**src/logic/tlc_pkg.sv**
```systemverilog
// Package for the traverse, length and count unit.
// Holds register offsets, reset values, terminal function codes and timing constants.
// Assumes a 32-bit classic Wishbone register bus and a 250 MHz core clock.
package tlc_pkg;

    // Core clock period in nanoseconds.
    localparam int CLK_PERIOD_NS = 4;
    // Wobble timing grain: one tick is 100 us, so period (0.1 s) times
    // coefficient (0.1 %) lands directly in ticks.
    localparam int WOBBLE_TICK_NS = 100000;
    // Core cycles per wobble tick, a longest time so it rounds down.
    localparam int WOBBLE_TICK_CYCLES = WOBBLE_TICK_NS / CLK_PERIOD_NS;
    // Full scale of the rise-time coefficient, in 0.1 % steps.
    localparam logic [9:0] COEFF_FULL = 10'h3E8;
    // Smallest legal coefficient, 0.1 %.
    localparam logic [9:0] COEFF_MIN = 10'h001;
    // Tenths added to the length accumulator per pulse.
    localparam logic [19:0] PULSE_TENTHS = 20'h0000A;

    // Number of multi-function input terminals; the last one is the fast one.
    localparam int NUM_TERM = 6;

    // Terminal function codes.
    localparam logic [7:0] FUNC_COUNT_IN = 8'h19;  // Counter input, code 25.
    localparam logic [7:0] FUNC_LENGTH_IN = 8'h1B; // Length count input, code 27.
    localparam logic [7:0] FUNC_LENGTH_CLR = 8'h1C; // Length reset, code 28.

    // Register byte offsets.
    localparam logic [7:0] OFS_CTRL = 8'h00;
    localparam logic [7:0] OFS_WOBBLE_PERIOD = 8'h04;
    localparam logic [7:0] OFS_RISE_TIME_COEFF = 8'h08;
    localparam logic [7:0] OFS_SWING_AMPLITUDE = 8'h0C;
    localparam logic [7:0] OFS_TARGET_LENGTH = 8'h10;
    localparam logic [7:0] OFS_MEASURED_LENGTH = 8'h14;
    localparam logic [7:0] OFS_PULSES_PER_METRE = 8'h18;
    localparam logic [7:0] OFS_FINAL_COUNT = 8'h1C;
    localparam logic [7:0] OFS_INTERMEDIATE_COUNT = 8'h20;
    localparam logic [7:0] OFS_COUNT = 8'h24;
    localparam logic [7:0] OFS_TERM_FUNC_LO = 8'h28;
    localparam logic [7:0] OFS_TERM_FUNC_HI = 8'h2C;
    localparam logic [7:0] OFS_IRQ_STATUS = 8'h30;
    localparam logic [7:0] OFS_IRQ_MASK = 8'h34;
    localparam logic [7:0] OFS_FLAGS = 8'h38;

    // Control bit positions; both are write-only strobes.
    localparam int CTRL_COUNT_CLR_BIT = 0;
    localparam int CTRL_LENGTH_CLR_BIT = 1;

    // Interrupt status bit positions.
    localparam int IRQ_LENGTH_BIT = 0;
    localparam int IRQ_FINAL_BIT = 1;
    localparam int IRQ_INTER_BIT = 2;

    // Reset values.
    localparam logic [15:0] RST_WOBBLE_PERIOD = 16'h0064;    // 10.0 s.
    localparam logic [9:0] RST_RISE_TIME_COEFF = 10'h1F4;    // 50.0 %.
    localparam logic [9:0] RST_SWING_AMPLITUDE = 10'h000;    // 0.0 %.
    localparam logic [15:0] RST_TARGET_LENGTH = 16'h03E8;    // 1000 m.
    localparam logic [15:0] RST_PULSES_PER_METRE = 16'h03E8; // 100.0.
    localparam logic [15:0] RST_FINAL_COUNT = 16'h03E8;      // 1000.
    localparam logic [15:0] RST_INTERMEDIATE_COUNT = 16'h03E8; // 1000.

    // Wobble phase states, one-hot.
    typedef enum logic [2:0] {
        WOB_IDLE = 3'b001,
        WOB_RISE = 3'b010,
        WOB_FALL = 3'b100
    } tlc_wob_t;

endpackage

```
**src/logic/tlc_pin_sync.sv**
```systemverilog
// Input terminal conditioner for the traverse, length and count unit.
// Assumes the pin is asynchronous to clk_i; gives a clean level and a rise pulse.
`timescale 1ns/1ns
`default_nettype none

module tlc_pin_sync (
    input wire logic clk_i,
    input wire logic rst_i,
    input wire logic pin_i,
    output logic level_o,
    output logic rise_o
);

    // Three-stage shift; stage one feeds only stage two.
    logic [2:0] shift_q;
    // Accepted level, updated only when stages two and three agree.
    logic level_q;
    // One-cycle pulse when the accepted level goes high.
    logic rise_q;

    // A change counts only once two late stages agree, which also
    // filters single-cycle glitches on a noisy terminal.
    always_ff @(posedge clk_i) begin
        if (rst_i) begin
            shift_q <= 3'h0;
            level_q <= 1'b0;
            rise_q <= 1'b0;
        end else begin
            shift_q <= {shift_q[1:0], pin_i};
            if (shift_q[1] == shift_q[2]) begin
                level_q <= shift_q[2];
                rise_q <= shift_q[2] & ~level_q;
            end else begin
                rise_q <= 1'b0;
            end
        end
    end

    assign level_o = level_q;
    assign rise_o = rise_q;

endmodule

`default_nettype wire

```
**src/logic/tlc_top.sv**
```systemverilog
// Traverse, length and count unit: wobble triangle timing, metre length
// and pulse counting, with a classic Wishbone register slave.
// Assumes asynchronous terminal inputs and a single 250 MHz clock.
//
// The implementer's own choices: the Wishbone interface to the registers and the placing of the registers.
`timescale 1ns/1ns
`default_nettype none

module tlc_top
    import tlc_pkg::*;
#(
    parameter int TICK_CYCLES = WOBBLE_TICK_CYCLES
) (
    input wire logic clk_i,
    input wire logic rst_i,
    input wire logic cyc_i,
    input wire logic stb_i,
    input wire logic we_i,
    input wire logic [7:0] adr_i,
    input wire logic [3:0] sel_i,
    input wire logic [31:0] dat_i,
    output logic [31:0] dat_o,
    output logic ack_o,
    input wire logic [NUM_TERM-1:0] term_i,
    output logic length_reached_o,
    output logic final_count_o,
    output logic intermediate_count_o,
    output logic swing_active_o,
    output logic wobble_rising_o,
    output logic irq_o
);

    // Whole state of the block, except the terminal conditioners, in one record.
    typedef struct packed {
        logic ack;
        logic [31:0] rdat;
        logic irq;
        logic [15:0] wobble_period;
        logic [9:0] rise_time_coeff;
        logic [9:0] swing_amplitude;
        logic [15:0] target_length;
        logic [15:0] measured_length;
        logic [15:0] pulses_per_metre;
        logic [19:0] tenths;
        logic [15:0] final_count;
        logic [15:0] intermediate_count;
        logic [15:0] count;
        logic [31:0] func_lo;
        logic [15:0] func_hi;
        logic [2:0] status;
        logic [2:0] mask;
        logic len_hit;
        logic fin_hit;
        logic int_hit;
        tlc_wob_t wob;
        logic [31:0] tick_cnt;
        logic [25:0] phase_cnt;
    } tlc_state_t;

    tlc_state_t st_q;
    tlc_state_t st_d;

    // Conditioned terminal levels and rise pulses.
    logic [NUM_TERM-1:0] term_level;
    logic [NUM_TERM-1:0] term_rise;
    // Per-terminal function codes, flattened from the two registers.
    logic [8*NUM_TERM-1:0] func_flat;

    assign func_flat = {st_q.func_hi, st_q.func_lo};

    // One conditioner per terminal; pins are asynchronous to clk_i.
    genvar gi;
    generate
        for (gi = 0; gi < NUM_TERM; gi++) begin : g_term
            tlc_pin_sync u_sync (
                .clk_i(clk_i),
                .rst_i(rst_i),
                .pin_i(term_i[gi]),
                .level_o(term_level[gi]),
                .rise_o(term_rise[gi])
            );
        end
    endgenerate

    // Byte-lane merge of a write into a register's old value.
    function automatic logic [31:0] lane_merge(input logic [31:0] old_v,
                                               input logic [31:0] new_v,
                                               input logic [3:0] sel);
        logic [31:0] res;
        res = old_v;
        for (int b = 0; b < 4; b++) begin
            if (sel[b]) begin
                res[8*b +: 8] = new_v[8*b +: 8];
            end
        end
        return res;
    endfunction

    // Terminal event decode by configured function code.
    logic len_pulse;
    logic cnt_pulse;
    logic len_clear_pin;
    always_comb begin
        len_pulse = 1'b0;
        cnt_pulse = 1'b0;
        len_clear_pin = 1'b0;
        for (int t = 0; t < NUM_TERM; t++) begin
            // Length pulses are taken only from a code 27 terminal.
            if (func_flat[8*t +: 8] == FUNC_LENGTH_IN && term_rise[t]) begin
                len_pulse = 1'b1;
            end
            // Counting listens only to code 25 terminals.
            if (func_flat[8*t +: 8] == FUNC_COUNT_IN && term_rise[t]) begin
                cnt_pulse = 1'b1;
            end
            // A code 28 terminal held active keeps the length cleared.
            if (func_flat[8*t +: 8] == FUNC_LENGTH_CLR && term_level[t]) begin
                len_clear_pin = 1'b1;
            end
        end
    end

    // Wobble phase lengths in 100 us ticks.
    logic [25:0] full_ticks;
    logic [25:0] rise_ticks;
    logic [25:0] fall_ticks;
    // Rise share of the period.
    assign rise_ticks = 26'(st_q.wobble_period * st_q.rise_time_coeff);
    assign full_ticks = 26'(st_q.wobble_period * COEFF_FULL);
    // Fall is the remainder, so rise plus fall is one period.
    assign fall_ticks = full_ticks - rise_ticks;

    // Bus decode helpers.
    logic bus_req;
    logic bus_wr;
    logic [31:0] wval;
    assign bus_req = cyc_i & stb_i & ~st_q.ack;
    assign bus_wr = bus_req & we_i;

    // Next-state logic for bus, length, count, wobble and interrupt state.
    always_comb begin
        logic [31:0] rd;
        logic [2:0] events;
        logic cnt_clr;
        logic len_clr;
        logic tick;
        logic [9:0] coeff_w;
        rd = 32'h0000_0000;
        events = 3'h0;
        cnt_clr = 1'b0;
        len_clr = 1'b0;
        tick = 1'b0;
        coeff_w = 10'h000;
        st_d = st_q;
        wval = 32'h0000_0000;

        // Wishbone answers one cycle after the request, for one cycle.
        st_d.ack = bus_req;

        // Register writes; unmapped and read-only words ignore writes.
        if (bus_wr) begin
            case (adr_i & 8'hFC)
                OFS_CTRL: begin
                    wval = lane_merge(32'h0000_0000, dat_i, sel_i);
                    cnt_clr = wval[CTRL_COUNT_CLR_BIT];
                    len_clr = wval[CTRL_LENGTH_CLR_BIT];
                end
                OFS_WOBBLE_PERIOD: begin
                    wval = lane_merge({16'h0000, st_q.wobble_period}, dat_i, sel_i);
                    st_d.wobble_period = wval[15:0];
                end
                OFS_RISE_TIME_COEFF: begin
                    wval = lane_merge({22'h000000, st_q.rise_time_coeff}, dat_i, sel_i);
                    coeff_w = wval[9:0];
                    // The coefficient is held to 0.1 % .. 100.0 %, so the
                    // fall share can never go negative.
                    if (wval[15:0] > {6'h00, COEFF_FULL}) begin
                        coeff_w = COEFF_FULL;
                    end else if (coeff_w < COEFF_MIN) begin
                        coeff_w = COEFF_MIN;
                    end
                    st_d.rise_time_coeff = coeff_w;
                end
                OFS_SWING_AMPLITUDE: begin
                    wval = lane_merge({22'h000000, st_q.swing_amplitude}, dat_i, sel_i);
                    st_d.swing_amplitude = wval[9:0];
                end
                OFS_TARGET_LENGTH: begin
                    wval = lane_merge({16'h0000, st_q.target_length}, dat_i, sel_i);
                    st_d.target_length = wval[15:0];
                end
                OFS_PULSES_PER_METRE: begin
                    wval = lane_merge({16'h0000, st_q.pulses_per_metre}, dat_i, sel_i);
                    // Zero would have the divider add a metre every cycle, so it is taken as 0.1.
                    st_d.pulses_per_metre = (wval[15:0] == 16'h0000) ? 16'h0001 : wval[15:0];
                end
                OFS_FINAL_COUNT: begin
                    wval = lane_merge({16'h0000, st_q.final_count}, dat_i, sel_i);
                    st_d.final_count = (wval[15:0] == 16'h0000) ? 16'h0001 : wval[15:0];
                end
                OFS_INTERMEDIATE_COUNT: begin
                    // Values above the final count are stored as written;
                    // the flag then never rises.
                    wval = lane_merge({16'h0000, st_q.intermediate_count}, dat_i, sel_i);
                    st_d.intermediate_count =
                        (wval[15:0] == 16'h0000) ? 16'h0001 : wval[15:0];
                end
                OFS_TERM_FUNC_LO: begin
                    st_d.func_lo = lane_merge(st_q.func_lo, dat_i, sel_i);
                end
                OFS_TERM_FUNC_HI: begin
                    wval = lane_merge({16'h0000, st_q.func_hi}, dat_i, sel_i);
                    st_d.func_hi = wval[15:0];
                end
                OFS_IRQ_MASK: begin
                    wval = lane_merge({29'h00000000, st_q.mask}, dat_i, sel_i);
                    st_d.mask = wval[2:0];
                end
                default: begin
                    st_d.ack = bus_req;
                end
            endcase
        end

        // Length accumulation: each pulse adds ten tenths and every whole
        // pulses-per-metre step peels off one metre. The divider peels one
        // metre per cycle, so bursts of very short metres settle a few
        // cycles late but are never lost.
        if (len_clr || len_clear_pin) begin
            st_d.tenths = 20'h00000;
            st_d.measured_length = 16'h0000;
        end else begin
            st_d.tenths = st_q.tenths + (len_pulse ? PULSE_TENTHS : 20'h00000);
            if (st_q.tenths >= {4'h0, st_q.pulses_per_metre}) begin
                st_d.tenths = st_d.tenths - {4'h0, st_q.pulses_per_metre};
                if (st_q.measured_length != 16'hFFFF) begin
                    st_d.measured_length = st_q.measured_length + 16'h0001;
                end
            end
        end
        // Reached only when strictly beyond the target.
        st_d.len_hit = st_q.measured_length > st_q.target_length;

        // Counter: advances on each counter pulse until the final count.
        if (cnt_clr) begin
            st_d.count = 16'h0000;
        end else if (cnt_pulse && st_q.count < st_q.final_count) begin
            st_d.count = st_q.count + 16'h0001;
        end
        st_d.fin_hit = st_q.count == st_q.final_count;
        // Stays on past the intermediate value while counting goes on.
        st_d.int_hit = (st_q.count >= st_q.intermediate_count) &&
                       (st_q.intermediate_count <= st_q.final_count);

        // Wobble tick prescaler; it runs outside idle and is held at zero while the sequencer idles.
        if (st_q.tick_cnt >= 32'(TICK_CYCLES - 1)) begin
            st_d.tick_cnt = 32'h0000_0000;
            tick = 1'b1;
        end else begin
            st_d.tick_cnt = st_q.tick_cnt + 32'h0000_0001;
        end

        // Wobble phase sequencer.
        case (st_q.wob)
            WOB_IDLE: begin
                st_d.phase_cnt = 26'h0000000;
                // Hold the prescaler here, so that the first rise after idle
                // is a whole number of ticks and not a partial one.
                st_d.tick_cnt = 32'h0000_0000;
                if (st_q.swing_amplitude != 10'h000 && st_q.wobble_period != 16'h0000) begin
                    st_d.wob = WOB_RISE;
                end
            end
            WOB_RISE: begin
                if (tick) begin
                    st_d.phase_cnt = st_q.phase_cnt + 26'h0000001;
                    if (st_q.phase_cnt + 26'h0000001 >= rise_ticks) begin
                        st_d.phase_cnt = 26'h0000000;
                        st_d.wob = (fall_ticks == 26'h0000000) ? WOB_RISE : WOB_FALL;
                    end
                end
            end
            WOB_FALL: begin
                if (tick) begin
                    st_d.phase_cnt = st_q.phase_cnt + 26'h0000001;
                    if (st_q.phase_cnt + 26'h0000001 >= fall_ticks) begin
                        st_d.phase_cnt = 26'h0000000;
                        st_d.wob = WOB_RISE;
                    end
                end
            end
            default: begin
                st_d.wob = WOB_IDLE;
                st_d.phase_cnt = 26'h0000000;
            end
        endcase
        // No amplitude, no swing: the sequencer parks.
        if (st_q.swing_amplitude == 10'h000 || st_q.wobble_period == 16'h0000) begin
            st_d.wob = WOB_IDLE;
            st_d.phase_cnt = 26'h0000000;
        end

        // Interrupt events are the rising edges of the three flags.
        events[IRQ_LENGTH_BIT] = st_d.len_hit & ~st_q.len_hit;
        events[IRQ_FINAL_BIT] = st_d.fin_hit & ~st_q.fin_hit;
        events[IRQ_INTER_BIT] = st_d.int_hit & ~st_q.int_hit;
        // Write one to clear; a new event in the same cycle wins.
        if (bus_wr && (adr_i & 8'hFC) == OFS_IRQ_STATUS && sel_i[0]) begin
            st_d.status = st_q.status & ~dat_i[2:0];
        end
        st_d.status = st_d.status | events;
        st_d.irq = |(st_d.status & st_d.mask);

        // Read data, registered alongside ack; unmapped words read zero.
        case (adr_i & 8'hFC)
            OFS_WOBBLE_PERIOD: rd = {16'h0000, st_q.wobble_period};
            OFS_RISE_TIME_COEFF: rd = {22'h000000, st_q.rise_time_coeff};
            OFS_SWING_AMPLITUDE: rd = {22'h000000, st_q.swing_amplitude};
            OFS_TARGET_LENGTH: rd = {16'h0000, st_q.target_length};
            OFS_MEASURED_LENGTH: rd = {16'h0000, st_q.measured_length};
            OFS_PULSES_PER_METRE: rd = {16'h0000, st_q.pulses_per_metre};
            OFS_FINAL_COUNT: rd = {16'h0000, st_q.final_count};
            OFS_INTERMEDIATE_COUNT: rd = {16'h0000, st_q.intermediate_count};
            OFS_COUNT: rd = {16'h0000, st_q.count};
            OFS_TERM_FUNC_LO: rd = st_q.func_lo;
            OFS_TERM_FUNC_HI: rd = {16'h0000, st_q.func_hi};
            OFS_IRQ_STATUS: rd = {29'h00000000, st_q.status};
            OFS_IRQ_MASK: rd = {29'h00000000, st_q.mask};
            OFS_FLAGS: rd = {27'h0000000, st_q.wob == WOB_RISE, st_q.wob != WOB_IDLE,
                             st_q.int_hit, st_q.fin_hit, st_q.len_hit};
            default: rd = 32'h0000_0000;
        endcase
        st_d.rdat = bus_req ? rd : 32'h0000_0000;
    end

    // State register; reset gives documented defaults and clear flags.
    always_ff @(posedge clk_i) begin
        if (rst_i) begin
            st_q <= '0;
            st_q.wobble_period <= RST_WOBBLE_PERIOD;
            st_q.rise_time_coeff <= RST_RISE_TIME_COEFF;
            st_q.swing_amplitude <= RST_SWING_AMPLITUDE;
            st_q.target_length <= RST_TARGET_LENGTH;
            st_q.measured_length <= 16'h0000;
            st_q.pulses_per_metre <= RST_PULSES_PER_METRE;
            st_q.final_count <= RST_FINAL_COUNT;
            st_q.intermediate_count <= RST_INTERMEDIATE_COUNT;
            st_q.fin_hit <= 1'b0;
            st_q.int_hit <= 1'b0;
            st_q.wob <= WOB_IDLE;
        end else begin
            st_q <= st_d;
        end
    end

    // All outputs come from the state register; swing_active_o and wobble_rising_o decode its wob field.
    assign dat_o = st_q.rdat;
    assign ack_o = st_q.ack;
    assign length_reached_o = st_q.len_hit;
    assign final_count_o = st_q.fin_hit;
    assign intermediate_count_o = st_q.int_hit;
    assign swing_active_o = st_q.wob != WOB_IDLE;
    assign wobble_rising_o = st_q.wob == WOB_RISE;
    assign irq_o = st_q.irq;

endmodule

`default_nettype wire

```
**config.mk**
```make
export PLATFORM = sky130hd
export DESIGN_NAME = tlc_top
export DESIGN_NICKNAME = d
export VERILOG_FILES = /design/src/logic/tlc_pkg.sv /design/src/logic/tlc_pin_sync.sv /design/src/logic/tlc_top.sv
export SDC_FILE = /design/constraint.sdc
export NUM_CORES = 2
export LEC_CHECK = 0
export BUFFER_PORTS_ARGS = -buffer_cell sky130_fd_sc_hd__clkbuf_2
export CAP_MARGIN = 10
export CORE_ASPECT_RATIO = 2
export CORE_UTILIZATION = 40
export DETAILED_ROUTE_END_ITERATION = 12
export PLACE_DENSITY_LB_ADDON = 0.05
export SETUP_SLACK_MARGIN = 0.5
export SLEW_MARGIN = 30
export SYNTH_ARGS = -nofsm -noshare
export SYNTH_HDL_FRONTEND = slang
export SYNTH_SLANG_ARGS = --single-unit
export TNS_END_PERCENT = 5
```
**constraint.sdc**
```tcl
create_clock -name clk_i -period 22.7 [get_ports clk_i]
set_input_delay 5.675 -clock clk_i [delete_from_list [all_inputs] [get_ports clk_i]]
set_output_delay 5.675 -clock clk_i [all_outputs]
set_load 0.02 [all_outputs]
```
==> impl_metrics.env <==
export IMPL_outcome="completed"
export IMPL_crit_end="st_q[9]"
export IMPL_r2r_slack_ns=12.13
export IMPL_synth_top_area_share_pct=24.75
export IMPL_worst_pin_slew_ns=1.055
export IMPL_startpoint_type="flop"
export IMPL_rows=134
export IMPL_synth_area_leaders="dfxtp_1 (25%), ha_1 (13%), fa_1 (12%)"
export IMPL_synth_seq_cells=334
export IMPL_path_buf_inv=3
export IMPL_start_util_pct=40.49
export IMPL_design_portCount=94
export IMPL_synth_ff_type="dfxtp_1"
export IMPL_dieArea_mm2=0.06865
export IMPL_timing_fmax_mhz=94.60
export IMPL_fp_dieW_um=185.8
export IMPL_syn_inst=3191
export IMPL_internal_power_mw=1.071
export IMPL_switchingPower_mw=0.4346
export IMPL_drt_pre_antenna_iters=6
export IMPL_grt_antenna_before_repair=1
export IMPL_root_buffer="clkbuf_16"
export IMPL_totalPowerFinal_mw=1.506
export IMPL_drive_above_1_share_pct=7.203
export IMPL_nets=3704
export IMPL_power_density_mw_per_mm2=51.15
export IMPL_drcViolationCount=0
export IMPL_worstReg2RegStart="st_q[259]"
export IMPL_p_sw_share_pct=28.86
export IMPL_drv_slew=0
export IMPL_crit_start="st_q[259]"
export IMPL_cts_clk_slew_worst_paths_ns=0.07
export IMPL_finalSetupViolCount=0
export IMPL_clock_latency_ns=0.59
export IMPL_cp_slowest_cell="dfxtp_1"
export IMPL_diodes=0
export IMPL_worstPathRequired_ns=23.18
export IMPL_timing_rr_end="st_q[9]"
export IMPL_power_frac_seq_pct=41.2
export IMPL_finalWeightedCongestion=0.9307
export IMPL_cts_hold_buf=0
export IMPL_hpwl_um=71770
export IMPL_fillers=6824
export IMPL_worst_path_stages=36
export IMPL_period_minus_slack_ns=10.57
export IMPL_htreeDepth=2
export IMPL_synth_top_cells_by_count="nand2_1 (387), dfxtp_1 (334), ha_1 (289)"
export IMPL_crit_path_max_incr_delay_ns=0.97
export IMPL_fp_dieH_um=369.6
export IMPL_routed_wl_um=91300
export IMPL_area_delta_synth_final_pct=8.952
export IMPL_final_area_mm2=0.02944
export IMPL_crit_family="compound AO/OA/AOI/OAI gates"
export IMPL_cts_tree="done"
export IMPL_critPathCaptureType="flop"
export IMPL_crit_arrival_ns=11.05
export IMPL_place_area_mm2=0.02817
export IMPL_grt_use_total_pct=26.86
export IMPL_via_per_inst=5.701
export IMPL_ys_types=92
export IMPL_numCtsBuffers=36
export IMPL_cts_buffer_depth=3
export IMPL_crit_fanout=31
export IMPL_skew_ns=0.02592
export IMPL_drtIter0Drc=1357
export IMPL_vias=23400
export IMPL_synth_most_common_cell="nand2_1"
export IMPL_antenna_left=0
export IMPL_wl_per_cell_um=22.24
export IMPL_grt_pass1_vias=24290
export IMPL_cp_common_cell="fa_1"
export IMPL_core_mm2=0.06673
export IMPL_avgSynthCellArea_um2=8.467
export IMPL_clock_sinks=334
export IMPL_grt_max_degree=84
export IMPL_hold_viol_final=0
export IMPL_post_cts_resized=0
export IMPL_post_cts_setup_buffers=0
export IMPL_setup_tns_ns=0
export IMPL_rr_worst_depth=36
export IMPL_criticalPathCategory="flop to flop"
export IMPL_rsz0062_at_grt="no"
export IMPL_gr_total_overflow=0
export IMPL_slew_headroom_pct=29.22
export IMPL_yosys_warnings=0
export IMPL_combPwrFrac_pct=15.8
export IMPL_clockPowerShare_pct=43.0
export IMPL_yosys_area_top_type="dfxtp_1"
export IMPL_async_reset_ff_share_pct=0
export IMPL_cap_violations=0
export IMPL_grt_pass1_wl_um=138600
export IMPL_vdd_drop_max_uv=59.18
export IMPL_port_buffers=91
export IMPL_synth_edf_count=0
export IMPL_finalCritPeriodShare_pct=46.57
export IMPL_p_leak_nw=12.79
export IMPL_hold_path_class="flop to flop"
export IMPL_ys_seq_area_share_pct=24.75
export IMPL_syn_area_mm2=0.02702
sequential cells by signal, indices dropped and copies added (netlist names):
register	flops
dat_o	32
irq_o	1
g_term.u_sync.shift_q	18
ack_o	1
g_term.u_sync.level_o	6
func_flat	48
final_count_o	1
length_reached_o	1
st_q	219
g_term.u_sync.rise_o	6
intermediate_count_o	1
kinds of logic (layout without fill, tap and decap cells):
| group | Yosys count | in the layout | synth area share, % |
|---|---|---|---|
| DFF | 334 | 334 | 24.75 |
| AOI/OAI and AO/OA | 660 | 660 | 16.48 |
| muxes | 24 | 24 | 0.8891 |
| adders and majority gates | 460 | 460 | 25.84 |
| and+or+nand+nor | 1143 | 1143 | 20.74 |
| other | 1 | 17 | 0.01388 |
| buffers and inverters | 416 | 430 | 6.303 |
| xor gates and xnor gates | 153 | 153 | 4.988 |
power by group through the flow:
stage / clock, mW / sequential (mW) / combinational (mW)
floorplan: 0 / 0.626 / 0.176
global placement: 0 / 0.633 / 0.229
detailed placement: 0 / 0.633 / 0.237
CTS: 0.664 / 0.620 / 0.238
global route: 0.685 / 0.621 / 0.266
finish: 0.648 / 0.620 / 0.238
layer usage:
layer / wire length (um) / global-route usage [%] / up-vias
met5: 9 / 0 / -
met4: 7441 / 19.34 / 2
met3: 3192 / 2.913 / 264
met2: 49710 / 51.74 / 617
met1: 30950 / 25.67 / 11440
li1: - / - / 11080
cell usage in the layout (no fill, tap or decap), types with 77 or more instances in the layout:
cell / Yosys / final
clkbuf_2: 1 / 90
xnor2_1: 96 / 96
nor2_1: 196 / 191
nand2_1: 387 / 387
and2_1: 126 / 127
dfxtp_1: 334 / 331
o21ai_0: 77 / 77
ha_1: 289 / 289
fa_1: 165 / 165
nand3_1: 138 / 138
inv_1: 239 / 239
a21oi_1: 219 / 219
layout make-up:
type | count | area, um^2 | area share (%)
clock inverters | 17 | 241.5 | 0.8203
inverters | 239 | 897.1 | 3.048
flip-flops and latches | 334 | 6690 | 22.73
well taps | 884 | 1106 | 3.757
repair buffers | 127 | 728.2 | 2.474
multi-input cells | 2457 | 18750 | 63.70
clock buffers | 47 | 1023 | 3.477
worst min path at each step:
stage,endpoint,startpoint,slack (ns),depth (start not counted)
finish,g_term[5].u_sync.shift_q[1],g_term[5].u_sync.shift_q[0],0.44,1
detailed placement,g_term[5].u_sync.shift_q[1],g_term[5].u_sync.shift_q[0],0.42,1
floorplan,g_term[0].u_sync.shift_q[1],g_term[0].u_sync.shift_q[0],0.41,1
global route,g_term[5].u_sync.shift_q[1],g_term[5].u_sync.shift_q[0],0.45,1
CTS,g_term[5].u_sync.shift_q[1],g_term[5].u_sync.shift_q[0],0.44,1
global placement,g_term[5].u_sync.shift_q[1],g_term[5].u_sync.shift_q[0],0.42,1
metrics by stage:
step	hold WS (ns)	worst slack (ns)	utilization (%)	instances
3_5_place_dp	0.4234	12.21	42.21	4041
2_1_floorplan	0.4138	14.27	-	3207
4_1_cts	0.4393	12.18	44.11	4105
5_1_grt	0.4535	11.56	44.11	4105
3_3_place_gp	0.4196	12.33	42.21	4041
6_report	0.4359	12.13	44.11	4105
Power figures use the tool's default switching activity.
